===== config.mk =====
export PLATFORM = sky130hd
export DESIGN_NAME = pfr_generator
export DESIGN_NICKNAME = d
export VERILOG_FILES = /design/src/rtl/pfr_input_unit.v /design/src/rtl/pfr_generator.v
export VERILOG_INCLUDE_DIRS = /design/src /design/src/pkg
export SDC_FILE = /design/constraint.sdc
export NUM_CORES = 1
export LEC_CHECK = 0
export ABC_AREA = 0
export BUFFER_PORTS_ARGS = -buffer_cell sky130_fd_sc_hd__buf_2
export CAP_MARGIN = 20
export CORE_ASPECT_RATIO = 0.7
export CORE_UTILIZATION = 40
export CTS_BUF_LIST = sky130_fd_sc_hd__clkbuf_4 sky130_fd_sc_hd__clkbuf_8
export DETAILED_ROUTE_END_ITERATION = 12
export SETUP_SLACK_MARGIN = 0.4
export SYNTH_ARGS = -nofsm -noshare
export SYNTH_HDL_FRONTEND = slang
export SYNTH_SLANG_ARGS = --single-unit

===== constraint.sdc =====
create_clock -name mclk -period 5.7 [get_ports mclk]
set_input_delay 0.285 -clock mclk [delete_from_list [all_inputs] [get_ports mclk]]
set_output_delay 0.285 -clock mclk [all_outputs]
set_load 0.005 [all_outputs]

===== src/pkg/pfr_regs.vh =====
// constants for the fractional-frame retrigger waveform generator
`ifndef PFR_REGS_VH
`define PFR_REGS_VH
`define PFR_FRAME_LEN      5'h10
`define PFR_FRAC_HI        15
`define PFR_FRAC_LO        12
`define PFR_RAMP_ONE       2'h0
`define PFR_RAMP_TWO       2'h1
`define PFR_RAMP_FOUR      2'h2
`define PFR_RAMP_CENTER    2'h3
`define PFR_MODE_OFF       4'h0
`define PFR_MODE_STOP      4'h1
`define PFR_MODE_BURST_OPP 4'h3
`define PFR_MODE_BURST_OFF 4'h4
`define PFR_MODE_RETRIG    4'h8
`define PFR_SRC_PIN        1'b1
`endif


===== src/rtl/pfr_input_unit.v =====
// input handling unit: source select, sync, sense control, mode decode
`timescale 1ns/1ps
module pfr_input_unit (
    // clock and reset
    input  wire       mclk,
    input  wire       rst,
    // sources
    input  wire       comp_in,
    input  wire       pin_in,
    // control
    input  wire       src_sel,
    input  wire       sense_high,
    input  wire [3:0] input_mode_field,
    input  wire       honour,
    // results
    output reg        retrig,
    output reg        stop_lvl,
    output reg        burst_opp,
    output reg        burst_off
);
`include "pfr_regs.vh"

    reg  [2:0] warm;
    reg        pin_s1;
    reg        pin_s2;
    reg        cmp_s1;
    reg        cmp_s2;
    reg        prev;
    // both sources pass two flops before the select
    wire       raw    = (src_sel == `PFR_SRC_PIN) ? pin_s2 : cmp_s2;
    wire       active = sense_high ? raw : ~raw;
    // no edge until prev holds a real sample: low-active idle after reset
    wire       edge_a = active & ~prev & warm[2];

    always @(posedge mclk or posedge rst) begin
        if (rst) begin
            warm      <= 3'h0;
            pin_s1    <= 1'b0;
            pin_s2    <= 1'b0;
            cmp_s1    <= 1'b0;
            cmp_s2    <= 1'b0;
            prev      <= 1'b0;
            retrig    <= 1'b0;
            stop_lvl  <= 1'b0;
            burst_opp <= 1'b0;
            burst_off <= 1'b0;
        end else begin
            warm      <= {warm[1:0], 1'b1};
            pin_s1    <= pin_in;
            pin_s2    <= pin_s1;
            cmp_s1    <= comp_in;
            cmp_s2    <= cmp_s1;
            prev      <= active;
            retrig    <= honour & edge_a & (input_mode_field == `PFR_MODE_RETRIG);
            stop_lvl  <= honour & active & (input_mode_field == `PFR_MODE_STOP);
            burst_opp <= active & (input_mode_field == `PFR_MODE_BURST_OPP);
            burst_off <= active & (input_mode_field == `PFR_MODE_BURST_OFF);
        end
    end
endmodule


===== src/rtl/pfr_generator.v =====
// fractional-frame waveform generator with input retrigger handling
`timescale 1ns/1ps
module pfr_generator #(
    parameter TW = 12
) (
    // clock and reset
    input  wire          mclk,
    input  wire          rst,
    // timing values and controls from software
    input  wire [TW-1:0] on_time_a,
    input  wire [TW-1:0] on_time_b,
    input  wire [TW-1:0] dead_time_a,
    input  wire [TW-1:0] dead_time_b,
    input  wire [15:0]   part_b_compare,
    input  wire          enhanced_en,
    input  wire [1:0]    ramp_mode,
    input  wire          run,
    input  wire          update_req,
    // input control a
    input  wire [3:0]    input_a_mode,
    input  wire          input_a_src_pin,
    input  wire          input_a_sense_high,
    // input control b
    input  wire [3:0]    input_b_mode,
    input  wire          input_b_src_pin,
    input  wire          input_b_sense_high,
    // sources
    input  wire          comp_a,
    input  wire          comp_b,
    input  wire          external_trigger_pin,
    // outputs
    output reg           stage_output_a,
    output reg           stage_output_b,
    output reg  [3:0]    frame_pos,
    output reg           cycle_end
);
`include "pfr_regs.vh"

    localparam ST_DTA = 2'd0;
    localparam ST_OTA = 2'd1;
    localparam ST_DTB = 2'd2;
    localparam ST_OTB = 2'd3;
    localparam [TW-1:0] TIME_ZERO = {TW{1'b0}};

    reg  [1:0]    state;
    reg  [TW:0]   cnt;
    reg  [TW-1:0] ota;
    reg  [TW-1:0] otb;
    reg  [TW-1:0] dta;
    reg  [TW-1:0] dtb;
    reg  [3:0]    frac;
    reg           enh;
    reg           pend;
    reg           lengthen;
    wire          in_a = (state == ST_DTA) | (state == ST_OTA);
    wire          one_ramp = (ramp_mode == `PFR_RAMP_ONE);
    wire          center = (ramp_mode == `PFR_RAMP_CENTER);
    wire          ra, sa, boa, bfa, rb, sb, bob, bfb;

    ////////////////////////////////////////////////////////////////
    // input units, one per part
    pfr_input_unit u_in_a (
        .mclk             (mclk),
        .rst              (rst),
        .comp_in          (comp_a),
        .pin_in           (external_trigger_pin),
        .src_sel          (input_a_src_pin),
        .sense_high       (input_a_sense_high),
        .input_mode_field (input_a_mode),
        .honour           (one_ramp | in_a),
        .retrig           (ra),
        .stop_lvl         (sa),
        .burst_opp        (boa),
        .burst_off        (bfa)
    );
    pfr_input_unit u_in_b (
        .mclk             (mclk),
        .rst              (rst),
        .comp_in          (comp_b),
        .pin_in           (external_trigger_pin),
        .src_sel          (input_b_src_pin),
        .sense_high       (input_b_sense_high),
        .input_mode_field (input_b_mode),
        .honour           (one_ramp | ~in_a),
        .retrig           (rb),
        .stop_lvl         (sb),
        .burst_opp        (bob),
        .burst_off        (bfb)
    );

    ////////////////////////////////////////////////////////////////
    // frame pattern: lengthen cycle p when rank(bitrev(p)) < d
    wire [3:0] rev;
    genvar     gi;
    generate
        for (gi = 0; gi < 4; gi = gi + 1) begin : g_rev
            assign rev[gi] = frame_pos[3 - gi];
        end
    endgenerate
    always @* begin
        lengthen = enh & (rev < frac);
    end

    wire [TW:0] len_dta = {1'b0, dta} + {{TW{1'b0}}, lengthen};
    reg  [TW:0] limit;
    always @* begin
        case (state)
            ST_DTA:  limit = len_dta;
            ST_OTA:  limit = {1'b0, ota};
            ST_DTB:  limit = {1'b0, dtb};
            ST_OTB:  limit = {1'b0, otb};
            default: limit = {1'b0, ota};
        endcase
    end

    ////////////////////////////////////////////////////////////////
    // sub-cycle end and retrigger actions
    wire done = (cnt + 1'b1 >= limit);
    wire retrig_ok = ~center;
    wire jump_b = retrig_ok & ~one_ramp & ra & in_a;
    wire jump_a = retrig_ok & ~one_ramp & rb & ~in_a;
    wire clr = retrig_ok & one_ramp & (ra | rb);
    wire last = (state == ST_OTB) & done;
    // a cycle end that the sequencer really takes
    wire wrap = run & ~clr & ~jump_b & (jump_a | last);
    // zero on-time keeps an output low
    wire on_a_ok = (ota != TIME_ZERO);
    wire on_b_ok = (otb != TIME_ZERO);
    wire kill_a = jump_b | clr | sa | boa | bfa | bfb;
    wire kill_b = jump_a | clr | sb | bob | bfb | bfa;
    wire [3:0] next_frame_pos = frame_pos + 4'h1;

    ////////////////////////////////////////////////////////////////
    // staged timing set, taken only where a cycle ends
    always @(posedge mclk or posedge rst) begin
        if (rst) begin
            ota  <= TIME_ZERO;
            otb  <= TIME_ZERO;
            dta  <= TIME_ZERO;
            dtb  <= TIME_ZERO;
            frac <= 4'h0;
            enh  <= 1'b0;
            pend <= 1'b0;
        end else if (wrap) begin
            if (pend | update_req) begin
                ota  <= on_time_a;
                otb  <= on_time_b;
                dta  <= dead_time_a;
                dtb  <= dead_time_b;
                frac <= part_b_compare[`PFR_FRAC_HI:`PFR_FRAC_LO];
                enh  <= enhanced_en;
            end
            pend <= 1'b0;
        end else if (update_req) begin
            pend <= 1'b1;
        end
    end

    ////////////////////////////////////////////////////////////////
    // sequencer
    // order: dead a, on a, dead b, on b
    always @(posedge mclk or posedge rst) begin
        if (rst) begin
            state     <= ST_DTA;
            cnt       <= {(TW+1){1'b0}};
            frame_pos <= 4'h0;
            cycle_end <= 1'b0;
        end else begin
            cycle_end <= 1'b0;
            if (!run) begin
                state <= ST_DTA;
                cnt   <= {(TW+1){1'b0}};
            end else if (clr) begin
                state <= ST_DTA;
                cnt   <= {(TW+1){1'b0}};
            end else if (jump_b) begin
                state <= ST_DTB;
                cnt   <= {(TW+1){1'b0}};
            end else if (jump_a | last) begin
                state     <= ST_DTA;
                cnt       <= {(TW+1){1'b0}};
                cycle_end <= 1'b1;
                frame_pos <= next_frame_pos;
            end else if (done) begin
                state <= state + 2'd1;
                cnt   <= {(TW+1){1'b0}};
            end else begin
                cnt <= cnt + 1'b1;
            end
        end
    end

    ////////////////////////////////////////////////////////////////
    // outputs
    always @(posedge mclk or posedge rst) begin
        if (rst) begin
            stage_output_a <= 1'b0;
            stage_output_b <= 1'b0;
        end else begin
            stage_output_a <= run & (state == ST_OTA) & on_a_ok & ~kill_a;
            stage_output_b <= run & (state == ST_OTB) & on_b_ok & ~kill_b;
        end
    end
endmodule


-- Word level (Yosys, flattened, before mapping)
Index checks and enable logic that the tools add are counted.
- bits in registers: 98
- input bits: 86
- output and inout bits: 7
- logic and storage cells: 139
- add/subtract/negate cells: 4
- $lt $le $gt $ge: 2
- equal/unequal tests: 13
- muxes and demuxes: 21
- bitwise gates (word level): 61
- reduce and logical (&&, ||, !) cells: 7
- operator list (kind ; count):
    2-to-1 mux 13 bit ; 5
    case mux 13 bit (4 select lines) ; 1
    AND 1 bit ; 34
    nonzero test 12 bit ; 2
    bitwise OR 1 bit ; 16
    adder 12 x 1 -> 13 bit ; 1
    adder 13 x 1 -> 13 bit (second input constant) ; 1
    >= comparator 13 bit ; 1
    NOT 1 bit ; 11
    2-to-1 mux 1 bit ; 10
    2-to-1 mux 2 bit ; 5
    == test 4 x 1 -> 1 bit (second input constant) ; 2
    == test 4 x 2 -> 1 bit (second input constant) ; 2
    == test 4 x 3 -> 1 bit (second input constant) ; 2
    == test 4 bit (second input constant) ; 2
    == test 2 bit (second input constant) ; 3
    inequality test 5 x 1 -> 1 bit (second input constant) ; 1
    adder 4 x 1 -> 4 bit (second input constant) ; 1
    logical NOT 2 bit ; 2
    less-than comparator 4 bit ; 1
    AND reduction 4 bit ; 1
    adder 2 x 1 -> 2 bit (second input constant) ; 1
    == test 2 x 1 -> 1 bit (second input constant) ; 1
    AND reduction 2 bit ; 1
    nonzero test 2 bit ; 1

-- Logic depth before layout (Yosys ltp)
Gate-level depths: netlist (run 1).
- word-level depth: 12
- depth in mapped cells: 19
- gate-level depth less buffers: 17

-- Cells and area by module
A second synthesis (run 1) with hierarchy kept.
- cell total of the unflattened synthesis: 394
- area, all modules: 5071.1 µm²
- modules (own cells, without submodules) (module ; instances ; cells each ; area each (µm²) ; seq. area each (µm²)):
    pfr_generator ; 1 ; 344 ; 4282.9 ; 1901.8
    pfr_input_unit ; 2 ; 25 ; 394.1 ; 300.3

-- Worst setup path after synthesis (run 1)
No wires, ideal clock.
- path type: register to register
- from: reg frame_pos[2]
- to: reg dta[0]
- library setup time: 127 ps
- data arrival time: 3876 ps
- required time: 5573 ps
- path slack: 1696 ps
- cell stages (with the launch flop): 18
- path buffers: 1
- clock period less this slack: 4004 ps
- path through: dfrtp_1 ha_1 a21oi_1 nor2b_1 o21ai_0 and3b_1 ha_1 ha_1 nand3_1 xor2_1 mux2_2 ha_1 a21oi_1 o221ai_1 a2111oi_4 a21oi_4 buf_6 mux2_1
- word-level cells in the longest chain between the ends: 9
- RTL lines (element ; RTL line ; text):
    from (decl) ; pfr_generator.v:34 ; output reg [3:0] frame_pos,
    from (signal assigned) ; pfr_generator.v:183 ; frame_pos <= next_frame_pos;
    less-than comparator 4 bit ; pfr_generator.v:101 ; lengthen = enh & (rev < frac);
    AND 1 bit ; pfr_generator.v:101 ;
    adder 12 x 1 -> 13 bit ; pfr_generator.v:104 ; wire [TW:0] len_dta = {1'b0, dta} + {{TW{1'b0}}, lengthen};
    case mux 13 bit (4 select lines) ; pfr_generator.v:107 ; case (state)
    >= comparator 13 bit ; pfr_generator.v:118 ; wire done = (cnt + 1'b1 >= limit);
    AND 1 bit ; pfr_generator.v:123 ; wire last = (state == ST_OTB) & done;
    bitwise OR 1 bit ; pfr_generator.v:125 ; wire wrap = run & ~clr & ~jump_b & (jump_a | last);
    AND 1 bit ; pfr_generator.v:125 ;
    AND reduction 2 bit (no line) ; - ;
    to (signal assigned) ; pfr_generator.v:148 ; dta <= dead_time_a;
    to (decl) ; pfr_generator.v:49 ; reg [TW-1:0] dta;
No other way between the ends.
A chain may end at the register's enable or synchronous reset.

-- Worst setup path after layout (run 1)
- from: reg frame_pos[2]
- to: reg dta[8]
The elaborated chain is that of the path after synthesis.

==> results of run 1 <==
## routing by layer
metal / GRT usage (%) / share of wire, % / up-vias
li1: - / - / 1558
met1: 27.7 / 50 / 1653
met2: 27.2 / 43 / 93
met3: 4.54 / 5.7 / 14
met4: 5.33 / 1.4 / 0
met5: 0 / 0 / -
## through the flow
step                util, %  total power, uW  std cells  setup WS (ns)
global placement       46.7             1730        606           1.01
finish                 48.6             2200        623          0.920
CTS                    48.5             2220        622          0.885
floorplan                 -             1520        384           1.70
global route           48.6             2370        623          0.561
detailed placement     46.7             1760        606          0.929
## cell type report
class,instances,area share [%]
well taps,153,3.50
flip-flops and latches,95,43.5
clock buffers,12,2.90
clock inverters,3,0.778
inverters,15,1.05
multi-input cells,261,40.1
repair buffers,84,8.19
## state kept, by name, summed over array words and instances (netlist names), 2 cells and up
signal,count
cnt,13
dta,12
dtb,12
ota,12
otb,12
frac,4
frame_pos,4
state,2
u_in_b.warm,2
## power by group
part           total, uW  switching [uW]  internal [uW]
combinational        790             451            339
sequential           964             136            828
clock                451             222            229
## worst max-delay path: stages, from the launching register on
cell	delay, ns
dfrtp_1	0.43
ha_1	0.31
a21oi_1	0.14
nor2b_1	0.06
o21ai_0	0.16
and3b_1	0.26
ha_1	0.23
ha_1	0.28
nand3_1	0.11
xor2_1	0.16
mux2_2	0.27
ha_1	0.31
nand4_1	0.14
o221ai_1	0.23
a2111oi_4	0.72
a21oi_4	0.23
buf_12	0.25
mux2_1	0.34
## path summary, 6_finish.rpt
kind	to	start	slack, ns	cells after the start
worst max-delay path	dta[8]	frame_pos[2]	0.92	17
worst min-delay path	u_in_b.pin_s1	external_trigger_pin	0.03	1
worst max register to register	dta[8]	frame_pos[2]	0.92	17
worst min register to register	u_in_b.pin_s2	u_in_b.pin_s1	0.36	0
max in group asynchronous	ota[10]	rst	4.01	4
min in group asynchronous	otb[8]	rst	0.48	3
## kinds of logic after synthesis
family                     Yosys count  synth area share, %
AOI/OAI and AO/OA                   42                 7.26
muxes                               64                 15.2
DFF                                 95                 50.3
buffers and inverters               28                 3.18
other                                1               0.0794
adders and majority gates           25                 6.62
and+or+nand+nor                    104                 12.7
xor gates and xnor gates            25                 4.64
## placed cells by master, fill, tap and decap left out, types with 2 or more instances in the layout
cell           count
a222oi_1          12
buf_2             80
mux2_1            50
nor2_1            19
o21ai_0            8
nand4_1            7
ha_1              25
clkinv_2           2
nor3_1             3
a21oi_1           10
mux2_2            12
dfrtp_1           95
clkbuf_8          11
nand3_1           14
nand2_1           14
and3_1            10
a31oi_1            2
mux2i_1            2
xnor2_1            7
nor4b_1            3
nor4_1             9
xor2_1            18
dlygate4sd3_1      2
or3_1              3
nand2b_1           3
nor2b_1           12
inv_1             14
==> results.toml, run 1 <==
[power_and_ir_drop]
power_per_cell_area_mw_per_mm2 = 403
ir_worst_vdd_mv = 0.265
total_leakage_power_uw = 0.00279

[placed_design]
gp_congestion = 0.799
dpl_cell_area_mm2 = 0.00525
port_buffers = 80
dp_hpwl_mm = 7.95

[sta]
hold_ws_ns = 0.0254
setup_violations = 0
timing.clock.skew_ns = 0.00688
timing.setup.tns_ns = 0
grt_setup_unrepaired = "no"
tightest_slew_ns = 0.833
min_period_ns = 4.78
hold_viol_final = 0
final_max_slew_violation_count = 0
max_freq_mhz = 209
worst_slew_margin_rel_pct = 44.5
min_period_over_period_pct = 83.9

[global_route]
first_pass_grt_wire_length_mm = 17.6
grt_usage_pct = 18.8
grt_pass1_vias = 3381
antenna_found_initial = 0
globalRouteOverflowTotal = 0
grt_start_max_net_pins = 68

[cells_and_area]
stdcell_area_mm2 = 0.00547
design.final.nets = 577
n_fill_cell = 1055
antenna-diode-count = 0
regArea_mm2 = 0.00238
drive_above_1_share_pct = 24.5
area_occupied_by_multi_input_gates_mm2 = 0.00219
synthToLayoutAreaGrowth_pct = 15.8

[logic_synthesis]
yosys.cell_count.top_type = "dfrtp_1"
seq_area_frac_synth_pct = 50.3
netlist_instances = 384
ys_ff_latch = 95
synth-async-reset-ratio_pct = 100
synthesis.area_per_instance_um2 = 12.3
synth-main-ff-cell = "dfrtp_1"
top_cell_type_s_share_of_synthesized_area_pct = 50.3
synth_edf_count = 0
syn_area_mm2 = 0.00472
ys_warn_count = 0
netlist_top_cells_area = "dfrtp_1, mux2_1, ha_1"
synth_nets = 495
synth.distinct_cells = 45
synth_area_leader_cell = "dfrtp_1"
netlist_top_cells_count = "dfrtp_1, mux2_1, ha_1"

[clock_network]
worst_skew_pair.late_latency_ns = 0.36
ctsResizeCount = 0
tritoncts = "yes"
ctsLongestPathBuffers = 2
cts_hold_buf = 1
cts_htree_levels = 3
clkSlewWorstSetupHoldPaths_ns = 0.09
cts_setup_buffers = 0
clock_tree.root_cell = "clkbuf_8"
clock_sinks = 95
numCtsBuffers = 9

[job]
drv.max_cap_violation_count = 0

[critical_path]
worstPathMaxFanout = 47
critPathArrivalTime_ns = 5.03
crit_type = "flop to flop"
end_kind = "flop"
cp_data_required_time_ns = 5.95
setup.worst_path.start_class = "flop"

[detailed_routing]
num_vias = 3318
route.final.wire_length_mm = 10.6
drt_drc_violations_left = 0
drt_pass1_iterations = 7
drt-vias-per-instance = 5.33
route.antenna.remaining_nets = 0
detail_route.wl_per_cell_um = 17.0
detailedRoute.firstIterationViolations = 250

[floorplanning]
die_w_um = 132
floorplan.io_pins = 93
floorplan.die_area_mm2 = 0.0123
core_mm2 = 0.0113
die_h_um = 92.9
floorplan.initialDensity_pct = 42.0
rows = 32

[outcome]
result_of_the_run = "finished clean"

[min_path]
hold_path.class = "input pin to flop"
No activity file was read; power rests on OpenSTA's default activity.
==> run 2, diff against run 1 <==
==> constraint.sdc (replaced) <==
create_clock -name mclk -period 4.4 [get_ports mclk]
set_input_delay 0.22 -clock mclk [delete_from_list [all_inputs] [get_ports mclk]]
set_output_delay 0.22 -clock mclk [all_outputs]
set_load 0.005 [all_outputs]
==> run 2 against run 1 <==
Wire length is 7.0% higher; critical path depth is 5 higher; clock skew is 0.0060 ns higher; die area stayed put; combinational power is 84% higher; hold slack worse by 0.0041 ns; sequential share of layout area is 3.9 points lower; global-route usage is 0.26 points higher; critical endpoint is now ota[0]; largest cell class is now multi-input combinational cells.
==> results.toml, run 2 (synthesis results as in run 1) <==
[critical_path]
worstPathMaxFanout = 9
critical-path-max-stage-delay_ns = 0.34
cp_data_required_time_ns = 4.67
critPathArrivalTime_ns = 4.53
critical_path_cell_list = "inv_1, ha_1, a21oi_2, nor2b_1, o21ai_1, and3b_2, ha_4, and3_4, nand4_1, xor2_1, mux2_4, ha_4, nand4_1, nor4_2, buf_4, a2111oi_4, buf_4, a21oi_4, buf_12, buf_12, clkbuf_16, mux2_1"
end_kind = "flop"
critical_path.n_buffers_inverters = 6
r2r_path_start = "frac[1]"
setup.worst_path.start_class = "flop"
cell_family_with_the_largest_share_of_critical_path_delay = "simple AND/OR/NAND/NOR gates"
crit_type = "flop to flop"
critPathLaunch = "frac[1]"
critPathSlowestCell = "dfrtp_1"

[power_and_ir_drop]
power.share.switching_pct = 36.5
ir_worst_vdd_mv = 0.264
pwr-share-seq_pct = 38.2
power_per_cell_area_mw_per_mm2 = 550
combPwrFrac_pct = 44.0
p_int_uw = 2100
net-switching-power_uw = 1210
total_leakage_power_uw = 0.00296
clkPwrFrac_pct = 17.9

[clock_network]
cts_htree_levels = 3
numCtsBuffers = 9
clock_tree.root_cell = "clkbuf_8"
clkSlewWorstSetupHoldPaths_ns = 0.09
clock_sinks = 95
ctsLongestPathBuffers = 2
tritoncts = "yes"
worst_skew_pair.late_latency_ns = 0.38

[cells_and_area]
drive_above_1_share_pct = 35.5
largest_register_ffs = 13
regArea_mm2 = 0.00238
area_occupied_by_multi_input_gates_mm2 = 0.00240
largest-register = "cnt"
n_fill_cell = 990
design.final.nets = 605
highest_count_cells_in_the_layout_ignoring_fill_and_taps = "dfrtp_1, buf_2, mux2_1"
layout.cells.most_common = "dfrtp_1"
stdcell_area_mm2 = 0.00601
antenna-diode-count = 0
synthToLayoutAreaGrowth_pct = 27.3

[floorplanning]
die_h_um = 92.9
die_w_um = 132
floorplan.io_pins = 93
floorplan.die_area_mm2 = 0.0123
core_mm2 = 0.0113
floorplan.initialDensity_pct = 42.0
rows = 32

[sta]
grt_setup_unrepaired = "yes"
timing.setup.tns_ns = 0
min_period_over_period_pct = 96.9
hold_ws_ns = 0.0213
tightest_slew_ns = 0.813
hold_viol_final = 0
worst_slew_margin_rel_pct = 45.8
setup_violations = 0
final_max_slew_violation_count = 0
timing.clock.skew_ns = 0.0129
max_freq_mhz = 235
min_period_ns = 4.26

[detailed_routing]
drt_pass1_iterations = 8
drt_drc_violations_left = 0
detail_route.wl_per_cell_um = 17.3
drt-vias-per-instance = 5.23
num_vias = 3411
detailedRoute.firstIterationViolations = 225
route.antenna.remaining_nets = 0
route.final.wire_length_mm = 11.3

[placed_design]
gp_congestion = 0.835
dp_hpwl_mm = 8.05
dpl_cell_area_mm2 = 0.00530
port_buffers = 80

[global_route]
grt_start_max_net_pins = 58
first_pass_grt_wire_length_mm = 17.7
globalRouteOverflowTotal = 0
grt_pass1_vias = 3387
grt_usage_pct = 19.1
antenna_found_initial = 0

[min_path]
hold_path.class = "input pin to flop"
worstHoldStart = "input_b_mode[2]"

[job]
drv.max_cap_violation_count = 0

[outcome]
result_of_the_run = "finished clean"
==> run 2: cell types whose count changed in the layout (fill, tap and decap cells not counted), sizes merged <==
cell / change
clkinvlp: +1
clkbuf: -1
dlygate4sd3: +2
inv: +2
buf: +25
==> run 2: final cells by class <==
cell class	instances	share of cell area, %
clock inverters	6	1.12
repair buffers	112	13.0
inverters	15	0.957
well taps	153	3.18
clock buffers	10	2.29
flip-flops and latches	95	39.5
multi-input cells	261	39.9
==> run 2: repair_timing <==
item | CTS | global route
cloned | 2 | 1
resized for setup | 30 | 23
hold buffers | 3 | 1
setup buffers | 7 | 8
endpoints found under the hold margin | 3 | 24
endpoints found under the setup margin | 72 | 74
pin swaps | 7 | 15
==> run 2: power groups by stage <==
| stage | sequential, uW | combinational (uW) | clock [uW] |
|---|---|---|---|
| floorplan | 1200 | 765 | 0 |
| global placement | 1250 | 1050 | 0 |
| detailed placement | 1270 | 1070 | 0 |
| CTS | 1250 | 1200 | 605 |
| global route | 1280 | 1590 | 642 |
| finish | 1260 | 1450 | 590 |
==> run 2: per-stage QoR <==
stage	worst slack, ns	std cells	power (uW)	utilization, %
global route	-0.00962	652	3510	53.4
CTS	0.138	641	3060	51.4
finish	0.137	652	3300	53.4
floorplan	0.451	384	1960	-
detailed placement	0.0958	613	2340	47.1
global placement	0.139	613	2300	47.1
==> run 2: worst register-to-register path: cells and delay by family, from the launching register on <==
family	cells	cell delay, ns
buffers and inverters	6	0.77
muxes	2	0.58
xor gates and xnor gates	1	0.20
AOI/OAI and AO/OA	4	0.45
DFF	1	0.34
adders and majority gates	3	0.73
and+or+nand+nor	6	1.08
==> run 2: path summary, 6_finish.rpt <==
check / endpoint / slack [ns] / depth (start not counted)
setup / recovery: ota[0] / 0.14 / 22
hold / removal: u_in_b.burst_opp / 0.02 / 2
setup reg to reg: ota[0] / 0.14 / 22
hold reg to reg: u_in_b.warm[1] / 0.36 / 0
max in group asynchronous: stage_output_b / 3.16 / 4
min in group asynchronous: otb[1] / 0.38 / 3
==> run 2: metal layers <==
| metal | share of wire [%] | GRT usage [%] | up-vias |
|---|---|---|---|
| li1 | - | - | 1616 |
| met4 | 0.92 | 4.94 | 0 |
| met2 | 44 | 28.5 | 98 |
| met5 | 0 | 0 | - |
| met1 | 49 | 26.7 | 1686 |
| met3 | 6.0 | 5.80 | 11 |
==> run 3, diff against run 2 <==
==> constraint.sdc (replaced) <==
create_clock -name mclk -period 4.5 [get_ports mclk]
set_input_delay 0.225 -clock mclk [delete_from_list [all_inputs] [get_ports mclk]]
set_output_delay 0.225 -clock mclk [all_outputs]
set_load 0.005 [all_outputs]
==> run 3 against run 2 <==
Core utilization decreased by 0.63 points; global-route usage increased by 0.52 points; fmax increased by 1.0%; total power decreased by 6.9%; cell area decreased by 1.2%; clock-buffer cell count unchanged; wire length increased by 4.0%; die area unchanged; first-iteration DRC count increased by 12%; critical endpoint is now otb[5]; largest power group unchanged.
==> results.toml, run 3 (synthesis results as in run 1) <==
[floorplanning]
core_mm2 = 0.0113
die_w_um = 132
floorplan.die_area_mm2 = 0.0123
floorplan.io_pins = 93
die_h_um = 92.9
floorplan.initialDensity_pct = 42.0
rows = 32

[cells_and_area]
highest_count_cells_in_the_layout_ignoring_fill_and_taps = "dfrtp_1, buf_2, mux2_4"
layout.cells.most_common = "dfrtp_1"
design.final.nets = 598
antenna-diode-count = 0
drive_above_1_share_pct = 35.6
largest-register = "cnt"
regArea_mm2 = 0.00238
instances_no_fill = 645
largest_register_ffs = 13
synthToLayoutAreaGrowth_pct = 25.8
n_fill_cell = 1008
area_occupied_by_multi_input_gates_mm2 = 0.00241

[power_and_ir_drop]
power_uw = 3080
power_per_cell_area_mw_per_mm2 = 518
total_leakage_power_uw = 0.00293
ir_worst_vdd_mv = 0.288

[clock_network]
cts_htree_levels = 3
clkSlewWorstSetupHoldPaths_ns = 0.09
tritoncts = "yes"
numCtsBuffers = 9
clock_sinks = 95
clock_tree.root_cell = "clkbuf_8"
worst_skew_pair.late_latency_ns = 0.37
ctsLongestPathBuffers = 2

[detailed_routing]
route.antenna.remaining_nets = 0
detail_route.wl_per_cell_um = 18.2
drt_drc_violations_left = 0
drt_pass1_iterations = 7
detailedRoute.firstIterationViolations = 251
route.final.wire_length_mm = 11.8
num_vias = 3434
drt-vias-per-instance = 5.32

[sta]
final_max_slew_violation_count = 0
worst_slew_margin_rel_pct = 45.8
hold_ws_ns = 0.0336
max_freq_mhz = 237
timing.clock.skew_ns = 0.0104
tightest_slew_ns = 0.813
hold_viol_final = 0
min_period_over_period_pct = 93.8
grt_setup_unrepaired = "yes"
timing.setup.tns_ns = 0
min_period_ns = 4.22
setup_violations = 0

[critical_path]
end_kind = "flop"
crit_type = "flop to flop"
setup.worst_path.start_class = "flop"
worstPathMaxFanout = 12
cp_data_required_time_ns = 4.76
critPathArrivalTime_ns = 4.48

[job]
drv.max_cap_violation_count = 0

[placed_design]
gp_congestion = 0.798
port_buffers = 80
dp_hpwl_mm = 7.89
dp.cells = 612

[min_path]
hold_path.class = "input pin to flop"

[global_route]
grt_usage_pct = 19.6
grt_pass1_vias = 3379
grt_start_max_net_pins = 58
antenna_found_initial = 0
globalRouteMet3Util_pct = 5.09
grt.met1_usage_pct = 28.2
globalRouteOverflowTotal = 0
met2_usage_pct = 28.5
first_pass_grt_wire_length_mm = 18.0
global_route.peak_usage_layer = "met2"

[outcome]
result_of_the_run = "finished clean"
run 3: cell types whose count changed in the layout (fill, tap and decap cells not counted), sizes merged:
| cell | before | now |
|---|---|---|
| clkinv | 2 | 4 |
| buf | 107 | 98 |
| bufbuf | 0 | 1 |
| clkbuf | 11 | 12 |
| clkinvlp | 2 | 1 |
| bufinv | 1 | 0 |
run 3: cell type report:
cell class,count,area share [%]
inverters,15,0.969
multi-input cells,261,40.5
repair buffers,105,12.3
well taps,153,3.22
flip-flops and latches,95,40.0
clock inverters,6,0.737
clock buffers,10,2.21
run 3: metal layers:
layer | vias up | wire (um)
met1 | 1692 | 5770
met5 | - | 0
met4 | 0 | 129
li1 | 1615 | -
met2 | 117 | 5180
met3 | 10 | 672
run 3: worst max-delay path, cell delays in order, from the launching register on:
cell,delay (ns)
dfrtp_1,0.43
ha_4,0.25
a21oi_2,0.15
nor2b_1,0.06
o21ai_1,0.12
and3b_2,0.27
ha_4,0.18
and3_4,0.20
nand4_1,0.18
xor2_1,0.20
mux2_4,0.28
ha_4,0.27
nand4_1,0.14
nor4_2,0.29
buf_4,0.16
a2111oi_4,0.04
a21oi_4,0.23
bufbuf_16,0.32
mux2_1,0.33
run 3: path summary, 6_finish.rpt:
path | startpoint | to | slack [ns] | cells past startpoint
max | frame_pos[2] | otb[5] | 0.28 | 18
min | input_b_mode[2] | u_in_b.burst_opp | 0.03 | 2
max reg2reg | frame_pos[2] | otb[5] | 0.28 | 18
min reg2reg | u_in_b.warm[0] | u_in_b.warm[1] | 0.35 | 0
max in group asynchronous | rst | u_in_b.cmp_s1 | 2.88 | 4
min in group asynchronous | rst | otb[6] | 0.46 | 3
run 3: what timing repair did:
action                                 in CTS  in global routing
setup buffers                               4                  4
gates cloned                                3                  2
hold buffers                                4                  0
setup endpoints to repair                  73                 74
pin swaps                                   7                 12
endpoints found under the hold margin      41                  0
gates resized for setup                    13                 43
run 3: per-stage QoR:
stage | utilization, % | cell area (um2) | setup slack (ns)
3_3_place_gp | 47.1 | 5290 | 0.227
4_1_cts | 50.5 | 5680 | 0.356
6_report | 52.8 | 5940 | 0.281
3_5_place_dp | 47.1 | 5290 | 0.167
2_1_floorplan | - | 4720 | 0.496
5_1_grt | 52.8 | 5940 | 0.156
run 3: report_power, final:
group	total, uW	switching (uW)	leakage, uW	internal [uW]
sequential	1240	190	0.00128	1050
clock	516	306	0.0000905	210
combinational	1320	650	0.00156	672
total	3080	1150	0.00293	1930
